<file path="src/asc_pkg.sv">
// Purpose: Shared constants and types of the converter sequencer
// Assumes: One conversion-time unit is one system clock period
// Notes: Register addresses are word indices on the plain register port
package asc_pkg;
	localparam int unsigned ADDR_W = 2;
	localparam logic [ADDR_W-1:0] ADDR_CTRL_ONE  = 2'h0;
	localparam logic [ADDR_W-1:0] ADDR_CTRL_TWO  = 2'h1;
	localparam logic [ADDR_W-1:0] ADDR_RES_UPPER = 2'h2;
	localparam logic [ADDR_W-1:0] ADDR_RES_STAT  = 2'h3;
	localparam int unsigned RES_W = 10;
	localparam int unsigned START_BIT  = 7;
	localparam int unsigned MODE_LSB   = 5;
	localparam int unsigned AIN_OFF_BIT = 4;
	localparam int unsigned CHAN_LSB   = 0;
	localparam int unsigned CTRL2_W    = 6;
	localparam int unsigned LADDER_BIT = 5;
	localparam int unsigned TIME_LSB   = 1;
	localparam logic [1:0] MODE_OFF = 2'h0;
	localparam logic [1:0] MODE_SW  = 2'h1;
	localparam logic [1:0] MODE_RPT = 2'h3;
	localparam logic [2:0] TIME_39   = 3'h0;
	localparam logic [2:0] TIME_78   = 3'h2;
	localparam logic [2:0] TIME_156  = 3'h3;
	localparam logic [2:0] TIME_312  = 3'h4;
	localparam logic [2:0] TIME_624  = 3'h5;
	// Shortest conversion in system clock periods, and cycles per period
	localparam int unsigned CONV_TIME_MIN_FC = 39;
	localparam int unsigned CYC_PER_FC       = 1;
	localparam int unsigned SLOTS            = 13;
	localparam int unsigned SAMPLE_SLOTS     = 3;
	localparam logic [6:0]  BASE_SLOT = 7'(CONV_TIME_MIN_FC * CYC_PER_FC / SLOTS);
	localparam logic [RES_W-1:0] SAR_FIRST = 10'h200;
	typedef enum logic [0:0] {ASC_IDLE = 1'b0, ASC_CONV = 1'b1} asc_state_t;
	typedef struct packed {
		logic [ADDR_W-1:0] addr;
		logic [7:0]        wdata;
		logic              wr;
		logic              rd;
	} asc_bus_t;
	typedef struct packed {
		logic [3:0]       chan;
		logic             input_off;
		logic             ladder_on;
		logic             sample;
		logic [RES_W-1:0] dac;
	} asc_analog_t;
	// Slot length is the base slot shifted left by this amount
	function automatic logic [2:0] slot_shift(input logic [2:0] code);
		case (code)
			TIME_39:  slot_shift = 3'h0;
			TIME_78:  slot_shift = 3'h1;
			TIME_156: slot_shift = 3'h2;
			TIME_312: slot_shift = 3'h3;
			TIME_624: slot_shift = 3'h4;
			default:  slot_shift = 3'h5;
		endcase
	endfunction: slot_shift
endpackage: asc_pkg

</file>
<file path="src/asc_sequencer.sv">
// Purpose: Control sequencer of a 10-bit successive approximation converter
// Assumes: standby_in comes from clock-domain logic and is high in STOP or SLOW
// Notes: Registers on a plain port, read data one cycle after the read strobe
//
// Strobed register access and the register addresses were decided locally.
`timescale 1ns/1ps
module asc_sequencer (
	input  wire logic                clk_sys_in,
	input  wire logic                arst_n_in,
	input  wire asc_pkg::asc_bus_t   bus_in,
	input  wire logic                standby_in,
	input  wire logic                cmp_in,
	output logic [7:0]               rdata_out,
	output asc_pkg::asc_analog_t     analog_out,
	output logic                     conversion_done_irq_out
);
	typedef struct packed {
		asc_pkg::asc_state_t         st;
		logic                        start;
		logic [1:0]                  mode;
		logic                        ain_off;
		logic [3:0]                  chan;
		logic [asc_pkg::CTRL2_W-1:0] ctrl2;
		logic [asc_pkg::RES_W-1:0]   result;
		logic                        eoc;
		logic                        irq;
		logic [7:0]                  rdata;
	} asc_regs_t;

	asc_regs_t                 r;
	asc_regs_t                 n;
	logic                      busy;
	logic                      t_start;
	logic                      t_abort;
	logic                      t_decide;
	logic                      t_sample;
	logic                      t_last;
	logic                      wr_one;
	logic                      off_write;
	logic                      rd_upper;
	logic [asc_pkg::RES_W-1:0] sar_dac;
	logic [asc_pkg::RES_W-1:0] sar_final;
	logic [1:0]                wr_mode;

	function automatic logic [7:0] read_mux(input asc_regs_t q, input logic bsy,
		input logic [asc_pkg::ADDR_W-1:0] a);
		case (a)
			asc_pkg::ADDR_CTRL_ONE:  read_mux = {q.start, q.mode, q.ain_off, q.chan};
			asc_pkg::ADDR_CTRL_TWO:  read_mux = {2'h0, q.ctrl2};
			asc_pkg::ADDR_RES_UPPER: read_mux = q.result[asc_pkg::RES_W-1:2];
			asc_pkg::ADDR_RES_STAT:  read_mux = {q.result[1:0], q.eoc, bsy, 4'h0};
			default:                 read_mux = 8'h00;
		endcase
	endfunction: read_mux

	function automatic logic mode_runs(input logic [1:0] m);
		mode_runs = (m == asc_pkg::MODE_SW) || (m == asc_pkg::MODE_RPT);
	endfunction: mode_runs

	assign busy      = (r.st == asc_pkg::ASC_CONV);
	assign wr_one    = bus_in.wr && (bus_in.addr == asc_pkg::ADDR_CTRL_ONE);
	assign wr_mode   = bus_in.wdata[asc_pkg::MODE_LSB +: 2];
	assign off_write = wr_one && (wr_mode == asc_pkg::MODE_OFF);
	assign rd_upper  = bus_in.rd && (bus_in.addr == asc_pkg::ADDR_RES_UPPER);

	asc_conv_timer u_timer (
		.clk_sys_in (clk_sys_in),
		.arst_n_in  (arst_n_in),
		.start_in   (t_start),
		.abort_in   (t_abort),
		.code_in    (r.ctrl2[asc_pkg::TIME_LSB +: 3]),
		.decide_out (t_decide),
		.sample_out (t_sample),
		.last_out   (t_last)
	);

	asc_sar u_sar (
		.clk_sys_in (clk_sys_in),
		.arst_n_in  (arst_n_in),
		.load_in    (t_start),
		.decide_in  (t_decide),
		.cmp_in     (cmp_in),
		.dac_out    (sar_dac),
		.final_out  (sar_final)
	);

	always_comb
	begin
		n       = r;
		n.irq   = 1'b0;
		n.rdata = 8'h00;
		t_start = 1'b0;
		t_abort = 1'b0;
		if (standby_in)
		begin
			// Standby wipes configuration and results and ignores writes
			n       = '0;
			t_abort = busy;
		end
		else
		begin
			if (wr_one)
			begin
				n.chan    = bus_in.wdata[asc_pkg::CHAN_LSB +: 4];
				n.ain_off = bus_in.wdata[asc_pkg::AIN_OFF_BIT];
				n.mode    = wr_mode;
				n.start   = bus_in.wdata[asc_pkg::START_BIT] && !busy;
			end
			if (bus_in.wr && (bus_in.addr == asc_pkg::ADDR_CTRL_TWO))
				n.ctrl2 = bus_in.wdata[asc_pkg::CTRL2_W-1:0];
			if (bus_in.rd)
			begin
				n.rdata = read_mux(r, busy, bus_in.addr);
				if (rd_upper)
					n.eoc = 1'b0;
			end
			case (r.st)
				asc_pkg::ASC_IDLE:
				begin
					if (r.start)
					begin
						n.start = 1'b0;
						if (mode_runs(r.mode))
						begin
							t_start = 1'b1;
							n.st    = asc_pkg::ASC_CONV;
							n.eoc   = 1'b0;
						end
					end
				end
				asc_pkg::ASC_CONV:
				begin
					n.start = 1'b0;
					if (off_write)
					begin
						// Abort wins over a completion in the same cycle
						t_abort = 1'b1;
						n.st    = asc_pkg::ASC_IDLE;
					end
					else if (t_last)
					begin
						n.result = sar_final;
						n.eoc    = 1'b1;
						n.irq    = 1'b1;
						if (r.mode == asc_pkg::MODE_RPT)
							t_start = 1'b1;
						else
							n.st = asc_pkg::ASC_IDLE;
					end
				end
				default:
				begin
					n.st = asc_pkg::ASC_IDLE;
				end
			endcase
		end
	end

	always_ff @(posedge clk_sys_in or negedge arst_n_in)
	begin
		if (!arst_n_in)
			r <= '0;
		else
			r <= n;
	end

	assign rdata_out               = r.rdata;
	assign conversion_done_irq_out = r.irq;
	assign analog_out.chan         = r.chan;
	assign analog_out.input_off    = r.ain_off;
	assign analog_out.sample       = t_sample;
	assign analog_out.dac          = sar_dac;
	// Ladder is on while its control bit is set or a conversion runs; standby always cuts it
	assign analog_out.ladder_on    = !standby_in && (r.ctrl2[asc_pkg::LADDER_BIT] || busy);
endmodule: asc_sequencer

</file>
<file path="src/asc_conv_timer.sv">
// Purpose: Times one conversion as thirteen equal slots
// Assumes: start_in and abort_in are one-cycle pulses
// Notes: Three sampling slots, then ten decision slots
`timescale 1ns/1ps
module asc_conv_timer (
	input  wire logic       clk_sys_in,
	input  wire logic       arst_n_in,
	input  wire logic       start_in,
	input  wire logic       abort_in,
	input  wire logic [2:0] code_in,
	output logic            decide_out,
	output logic            sample_out,
	output logic            last_out
);
	typedef struct packed {
		logic       run;
		logic [2:0] shift;
		logic [6:0] cnt;
		logic [3:0] slot;
	} asc_timer_t;
	asc_timer_t r, n;
	logic [6:0] slot_len;
	logic       slot_end;
	logic [10:0] el;

	assign slot_len   = asc_pkg::BASE_SLOT << r.shift;
	assign slot_end   = r.run && (r.cnt == 7'h00);
	assign last_out   = slot_end && (r.slot == 4'(asc_pkg::SLOTS - 1));
	assign decide_out = slot_end && (r.slot >= 4'(asc_pkg::SAMPLE_SLOTS));
	assign sample_out = r.run && (r.slot < 4'(asc_pkg::SAMPLE_SLOTS));

	always_comb
	begin
		n = r;
		if (r.run)
			n.cnt = r.cnt - 7'h01;
		if (slot_end)
		begin
			n.cnt  = slot_len - 7'h01;
			n.slot = r.slot + 4'h1;
			if (last_out)
				n.run = 1'b0;
		end
		if (start_in)
		begin
			n.run   = 1'b1;
			n.shift = asc_pkg::slot_shift(code_in);
			n.cnt   = (asc_pkg::BASE_SLOT << n.shift) - 7'h01;
			n.slot  = 4'h0;
		end
		if (abort_in)
			n.run = 1'b0;
	end

	always_ff @(posedge clk_sys_in or negedge arst_n_in)
	begin
		if (!arst_n_in)
			r <= '0;
		else
			r <= n;
	end

	// Run cycles since the last start, for checking only
	always_ff @(posedge clk_sys_in or negedge arst_n_in)
	begin
		if (!arst_n_in)
			el <= 11'h000;
		else if (start_in)
			el <= 11'h001;
		else if (r.run)
			el <= el + 11'h001;
	end
endmodule: asc_conv_timer

</file>
<file path="src/asc_sar.sv">
// Purpose: Successive approximation register with comparator input
// Assumes: Comparator output is asynchronous to the system clock
// Notes: A decision uses the filtered comparator level
`timescale 1ns/1ps
module asc_sar (
	input  wire logic                         clk_sys_in,
	input  wire logic                         arst_n_in,
	input  wire logic                         load_in,
	input  wire logic                         decide_in,
	input  wire logic                         cmp_in,
	output logic [asc_pkg::RES_W-1:0]         dac_out,
	output logic [asc_pkg::RES_W-1:0]         final_out
);
	typedef struct packed {
		logic [2:0]                s;
		logic                      lvl;
		logic [asc_pkg::RES_W-1:0] code;
		logic [asc_pkg::RES_W-1:0] mask;
	} asc_sar_t;
	asc_sar_t r, n;

	// High comparator means input is at or above the trial level
	assign final_out = r.lvl ? r.code : (r.code & ~r.mask);
	assign dac_out   = r.code;

	always_comb
	begin
		n   = r;
		n.s = {r.s[1:0], cmp_in};
		if (r.s[1] == r.s[2])
			n.lvl = r.s[2];
		if (decide_in)
		begin
			n.mask = r.mask >> 1;
			n.code = final_out | n.mask;
		end
		if (load_in)
		begin
			n.code = asc_pkg::SAR_FIRST;
			n.mask = asc_pkg::SAR_FIRST;
		end
	end

	always_ff @(posedge clk_sys_in or negedge arst_n_in)
	begin
		if (!arst_n_in)
			r <= '0;
		else
			r <= n;
	end
endmodule: asc_sar

</file>
<file path="config.mk">
export PLATFORM = sky130hd
export DESIGN_NAME = asc_sequencer
export DESIGN_NICKNAME = d
export VERILOG_FILES = /design/src/asc_pkg.sv /design/src/asc_sequencer.sv /design/src/asc_conv_timer.sv /design/src/asc_sar.sv
export SDC_FILE = /design/constraint.sdc
export NUM_CORES = 1
export LEC_CHECK = 0
export BUFFER_PORTS_ARGS = -buffer_cell sky130_fd_sc_hd__buf_2
export CAP_MARGIN = 20
export CORE_ASPECT_RATIO = 1.2
export CORE_MARGIN = 2
export CORE_UTILIZATION = 29
export CTS_CLUSTER_DIAMETER = 30
export DETAILED_ROUTE_END_ITERATION = 12
export SLEW_MARGIN = 20
export SYNTH_ARGS = -nofsm -noshare
export SYNTH_HDL_FRONTEND = slang
export SYNTH_SLANG_ARGS = --single-unit
</file>
<file path="constraint.sdc">
create_clock -name clk_sys_in -period 6.9 [get_ports clk_sys_in]
set_clock_uncertainty 0.2 [all_clocks]
set_input_delay 0.345 -clock clk_sys_in [delete_from_list [all_inputs] [get_ports clk_sys_in]]
set_output_delay 0.345 -clock clk_sys_in [all_outputs]
set_load 0.02 [all_outputs]
</file>
==> results of run 1 <==
## per-stage QoR
step	cells	cell area (um2)	setup WS, ps	util, %
floorplan	438	4038	3419	-
global placement	604	4174	2592	30.46
detailed placement	604	4174	2533	30.46
CTS	622	4508	2506	32.90
global route	622	4508	2160	32.90
finish	622	4508	2452	32.90
## synthesized netlist by cell type, types with 4 or more instances
| library cell | instances | share of area, % |
|---|---|---|
| nand2b_1 | 13 | 2.0 |
| o21ai_0 | 7 | 0.87 |
| nand4_1 | 4 | 0.62 |
| nand2_1 | 74 | 6.9 |
| nand3_1 | 21 | 2.6 |
| dfrtp_1 | 74 | 46 |
| nor3_1 | 8 | 0.99 |
| mux2i_1 | 14 | 3.5 |
| nor2b_1 | 5 | 0.77 |
| clkbuf_1 | 12 | 1.1 |
| ha_1 | 8 | 2.5 |
| buf_4 | 24 | 4.5 |
| nor2_1 | 33 | 3.1 |
| a21o_1 | 4 | 0.74 |
| a21oi_1 | 52 | 6.4 |
| buf_2 | 6 | 0.74 |
| inv_1 | 10 | 0.93 |
## how the worst max path moves through the flow
stage | to | depth (start not counted) | slack (ps)
after floorplan | u_timer.r[10]$_DFFE_PN0P_ | 13 | 3420
after global placement | u_timer.r[10]$_DFFE_PN0P_ | 11 | 2590
after detailed placement | u_timer.r[10]$_DFFE_PN0P_ | 11 | 2530
after CTS | u_timer.r[10]$_DFFE_PN0P_ | 11 | 2510
after global routing | u_timer.r[10]$_DFFE_PN0P_ | 11 | 2160
final | u_timer.r[10]$_DFFE_PN0P_ | 11 | 2450
## where the power goes
part	total (mW)	switching (mW)	internal [mW]
sequential	0.505	0.0415	0.464
clock	0.503	0.176	0.327
combinational	0.161	0.0933	0.0680
total	1.17	0.311	0.859
## metal layers
layer / up-vias / GRT usage [%] / part of all wire, %
li1: 1510 / - / -
met1: 1524 / 16.80 / 45
met2: 76 / 21.04 / 50
met3: 12 / 1.729 / 3.7
met4: 0 / 6.241 / 1.5
met5: - / 0 / 0
## critical path, stage by stage (launching register included)
cell	delay, ps
dfrtp_1	560
or4b_1	700
nor2_4	280
a31o_2	700
o21ai_0	190
nand2_1	110
ha_1	280
nor3b_1	260
o31ai_2	130
a2111oi_0	470
mux2_1	370
mux2i_1	120
## cell type report
| cell class | count | area share [%] |
|---|---|---|
| Tap cell | 171 | 4.746 |
| Sequential cell | 74 | 41.08 |
| Multi-Input combinational cell | 308 | 41.33 |
| Inverter | 10 | 0.8326 |
| Timing Repair Buffer | 43 | 5.051 |
| Clock buffer | 14 | 5.634 |
| Clock inverter | 2 | 1.332 |
## kinds of logic (layout without fill, tap and decap cells)
family	count (synthesis)	in the layout	share of synthesized area (%)
flops	74	74	45.86
buf+inv	56	69	7.995
fa+ha+maj	9	9	2.727
mux	20	20	5.702
compound gates	91	91	14.44
simple gates	185	185	22.62
xor+xnor	3	3	0.6509
## flip-flops by register name, indices dropped and copies added (netlist names)
| name | cells |
|---|---|
| analog_out | 5 |
| busy | 1 |
| conversion_done_irq_out | 1 |
| r | 20 |
| rdata_out | 8 |
| u_sar.n | 2 |
| u_sar.r | 12 |
| u_sar.dac_out | 10 |
| u_timer.r | 15 |
## repair_timing
| action | 4_1_cts | 5_1_grt |
|---|---|---|
| gates resized for setup | 0 | 0 |
| hold endpoints to repair | 11 | 0 |
| hold buffers | 2 | 0 |
| setup endpoints to repair | 0 | 0 |
==> out/results.txt, run 1 <==
status = finished, final reports clean
max-cap violations = 0
Seq/Total Area, Yosys = 45.86%
routability cong. = 0.8669
Critical Path Source = u_timer.r[14]$_DFFE_PN0P_
nets = 470
DR DRC count = 0
Ports = 42
Worst-path clk slew = 60 ps
Final HPWL DP = 6.518 mm
RSZ-0062 raised after global routing = no
H-tree depth = 3
min cycle time layout = 4448 ps
vias in the first global route = 2973
area occupied by multi-input gates = 1863 um2
Detail Route Antenna Nets = 0
flops & latches, synth = 74
crit path capture type = register
Syn Area/Cell = 9.218 um2
GR Overflow Total = 0
Overall Global Routing Usage = 12.86%
drt total wl = 9.360 mm
Worst Hold Path Cells = 3
initial antenna violation count = 0
Clk Latency, worst-skew pair = 340 ps
largest net degree at the start of global routing = 75
Total Power = 1.170 mW
yosys warns = 0
Netlist cell types = 64
Max clock buf depth = 2
post-synthesis cell count = 438
P per Cell Area = 259.5 nW/um2
Post-synth EDFFs = 0
Die H = 133.3 um
Worst R2R End = u_timer.r[10]$_DFFE_PN0P_
VDD IR max = 0.1293 mV
Final Hold Violating Endpoints = 0
CTS tree = done
fin. max-slew vios = 0
Hold WC Path Type = input port to register
Synth Cell Area = 4038 um2
most frequent cells in the layout = nand2_1 (74), dfrtp_1 (74), a21oi_1 (52)
Max-slew headroom = 37.57%
Reg2Reg Depth = 11
DR iter-0 viols = 304
Sink Count = 74
WP data required = 6960 ps
Initial Util = 29.47%
Fmax achieved = 224.8 MHz
Die Area = 14890 um2
DR vias/cell = 5.019
total CTS buffers = 9
CTS Root Cell = clkbuf_16
top fanout value on the critical path = 39
first-pass GRT wire length = 15.47 mm
via count = 3122
Die Wd = 111.7 um
Primary FF master, synth = dfrtp_1
CP arrival = 4510 ps
startpoint types = register
Worst Tran Pin Value = 936.4 ps
layout cells sized above 1 = 17.29%
TritonRoute pass-1 iters = 4
Final setup viols = 0
FF/Latch Area = 1852 um2
r2r startpoint = u_timer.r[14]$_DFFE_PN0P_
Final period util = 64.47%
hold path endpoint = r[33]$_DFFE_PN0P_
Reg2Reg Setup Slack = 2450 ps
hold path startpoint = bus_in[9]
Port Buffers = 41
hold_ws = 68.05 ps
syn nets = 462
ys async rst share = 100.0%
Crit Path Category = register to register
Syn-to-layout area delta = 11.65%
total core area = 13700 um2
setup TNS = 0 ps
Post-CTS Setup Bufs = 0
Fillers = 1414
# diodes = 0
Avg WL per Cell = 15.05 um
Leak = 1.998 nW
Cell Rows = 47
(Power assumes the default switching activity.)
==> inputs of run 2 (changes only) <==
==> constraint.sdc (replaced) <==
create_clock -name clk_sys_in -period 4.2 [get_ports clk_sys_in]
set_clock_uncertainty 0.2 [all_clocks]
set_input_delay 0.21 -clock clk_sys_in [delete_from_list [all_inputs] [get_ports clk_sys_in]]
set_output_delay 0.21 -clock clk_sys_in [all_outputs]
set_load 0.02 [all_outputs]
==> out/results.txt, run 2 (synthesized netlist as in run 1, its figures left out) <==
Initial Util = 29.47% (unchanged)
max reg flops = 20 (unchanged)
startpoint types = register
Final setup viols = 0 (unchanged)
# diodes = 0 (unchanged)
biggest regs = r: 20 flops, u_timer.r: 15 flops, u_sar.r: 12 flops
Psw = 0.5214 mW (+68%)
Crit Path Category = register to register
drt total wl = 9.242 mm (-1.3%)
routability cong. = 0.8711 (+0.48%)
vias in the first global route = 3055 (+2.8%)
Post-CTS Setup Bufs = 0 (unchanged)
setup TNS = 0 ps (unchanged)
Worst Tran Pin Value = 938.3 ps (+1.886 ps)
CTS Hold Bufs = 11 (+9)
CTS tree = done
Int Power = 1.478 mW (+72%)
total CTS buffers = 9 (unchanged)
Ports = 42 (unchanged)
Final Hold Violating Endpoints = 0 (unchanged)
Sink Count = 74 (unchanged)
Final period util = 90.06% (+26 points)
hold_ws = 19.50 ps (-48.55 ps)
Die Wd = 111.7 um (unchanged)
min cycle time layout = 3783 ps (-665.8 ps)
Final HPWL DP = 6.560 mm (+0.65%)
Clk pwr share = 44.8% (+1.8 points)
Max clock buf depth = 2 (unchanged)
switch share = 26.08% (-0.49 points)
top fanout value on the critical path = 13 (-67%)
Avg WL per Cell = 14.53 um (-3.4%)
Largest Register = r
Post-CTS Resized = 0 (unchanged)
Hold WC Path Type = input port to register
DR DRC count = 0 (unchanged)
Fillers = 1396 (-1.3%)
Placed Area = 4212 um2 (+0.90%)
P per Cell Area = 428.0 nW/um2 (+65%)
DR iter-0 viols = 319 (+4.9%)
max-cap violations = 0 (unchanged)
Overall Global Routing Usage = 12.66% (-0.20 points)
TritonRoute pass-1 iters = 5 (+1)
CTS Root Cell = clkbuf_16
VDD IR max = 0.2861 mV (+120%)
Port Buffers = 41 (unchanged)
crit path capture type = register
Max-slew headroom = 37.45% (-0.13 points)
Fmax achieved = 264.4 MHz (+18%)
Detail Route Antenna Nets = 0 (unchanged)
WP data required = 4250 ps (-2710 ps)
Flop pwr share = 41.4% (-1.8 points)
Clk Latency, worst-skew pair = 330 ps (about the same)
Syn-to-layout area delta = 15.71%
Cell Rows = 47 (unchanged)
Die H = 133.3 um (unchanged)
GR Overflow Total = 0 (unchanged)
DR vias/cell = 4.948 (-1.4%)
first-pass GRT wire length = 15.24 mm (-1.5%)
Leak = 2.077 nW (+4.0%)
layout cells sized above 1 = 18.71% (+1.4 points)
fin. max-slew vios = 0 (unchanged)
Worst-path clk slew = 60 ps (about the same)
status = finished, final reports clean
design area = 4672 um2 (+3.6%)
Logic pwr share = 13.8% (about the same)
Die Area = 14890 um2 (unchanged)
largest net degree at the start of global routing = 75 (unchanged)
H-tree depth = 3 (unchanged)
initial antenna violation count = 0 (unchanged)
total core area = 13700 um2 (unchanged)
via count = 3147 (+0.80%)
nets = 484 (+3.0%)
RSZ-0062 raised after global routing = no
CP arrival = 3830 ps (-680 ps)
most frequent cells in the layout = nand2_1 (74), dfrtp_1 (74), a21oi_1 (52)
==> run 2: worst paths after layout <==
path | startpoint | to | slack [ps] | cells after the start
worst max register to register | u_timer.r[5]$_DFFE_PN0P_ | u_timer.r[10]$_DFFE_PN0P_ | 420 | 11
max in group asynchronous | arst_n_in | u_timer.r[13]$_DFFE_PN0N_ | 2830 | 2
worst min register to register | u_sar.n[22]$_DFF_PN0_ | u_sar.n[23]$_DFF_PN0_ | 150 | 0
worst max-delay path | u_timer.r[5]$_DFFE_PN0P_ | u_timer.r[10]$_DFFE_PN0P_ | 420 | 11
worst min-delay path | bus_in[1] | analog_out[14]$_DFFE_PN0P_ | 20 | 3
min in group asynchronous | arst_n_in | r[14]$_DFFE_PN0P_ | 360 | 2
==> run 2: cell type report <==
class,instances,area (um2),share of cell area (%)
flip-flops and latches,74,1852,39.64
clock buffers,10,239.0,5.115
clock inverters,6,111.4,2.384
inverters,10,37.54,0.8034
repair buffers,57,355.3,7.606
multi-input cells,308,1863,39.88
well taps,171,214.0,4.580
==> run 2: critical path: stages (launching register included) <==
cell       delay [ps]
dfrtp_1           420
or4_4             640
nor2_4            240
a31o_2            350
o21ai_0           140
nand2_1            80
ha_1              270
nor3b_1           280
o31ai_2           130
a2111oi_0         430
mux2_1            370
mux2i_1           160
==> run 2: layer usage <==
metal  wire length [um]  share of wire, %  vias up  track usage [%]
li1                   -                 -     1533                -
met4                180               1.9        0            5.075
met1               4141                45     1522            15.38
met5                  0                 0        -                0
met3                388               4.2       14            3.185
met2               4532                49       78            21.52
==> run 2: power by group through the flow <==
stage	clock [mW]	combinational, mW	sequential (mW)
3_5_place_dp	0	0.268	0.836
3_3_place_gp	0	0.268	0.833
5_1_grt	0.944	0.308	0.834
2_1_floorplan	0	0.214	0.816
6_report	0.895	0.276	0.828
4_1_cts	0.918	0.278	0.824
==> run 2: through the flow <==
step | util, % | power, mW | instances | worst slack, ps
2_1_floorplan | - | 1.030 | 438 | 718.8
6_report | 34.10 | 2.000 | 636 | 417.4
5_1_grt | 34.10 | 2.086 | 636 | 237.3
3_5_place_dp | 30.74 | 1.104 | 609 | 447.4
4_1_cts | 34.10 | 2.020 | 636 | 424.1
3_3_place_gp | 30.74 | 1.101 | 609 | 539.8
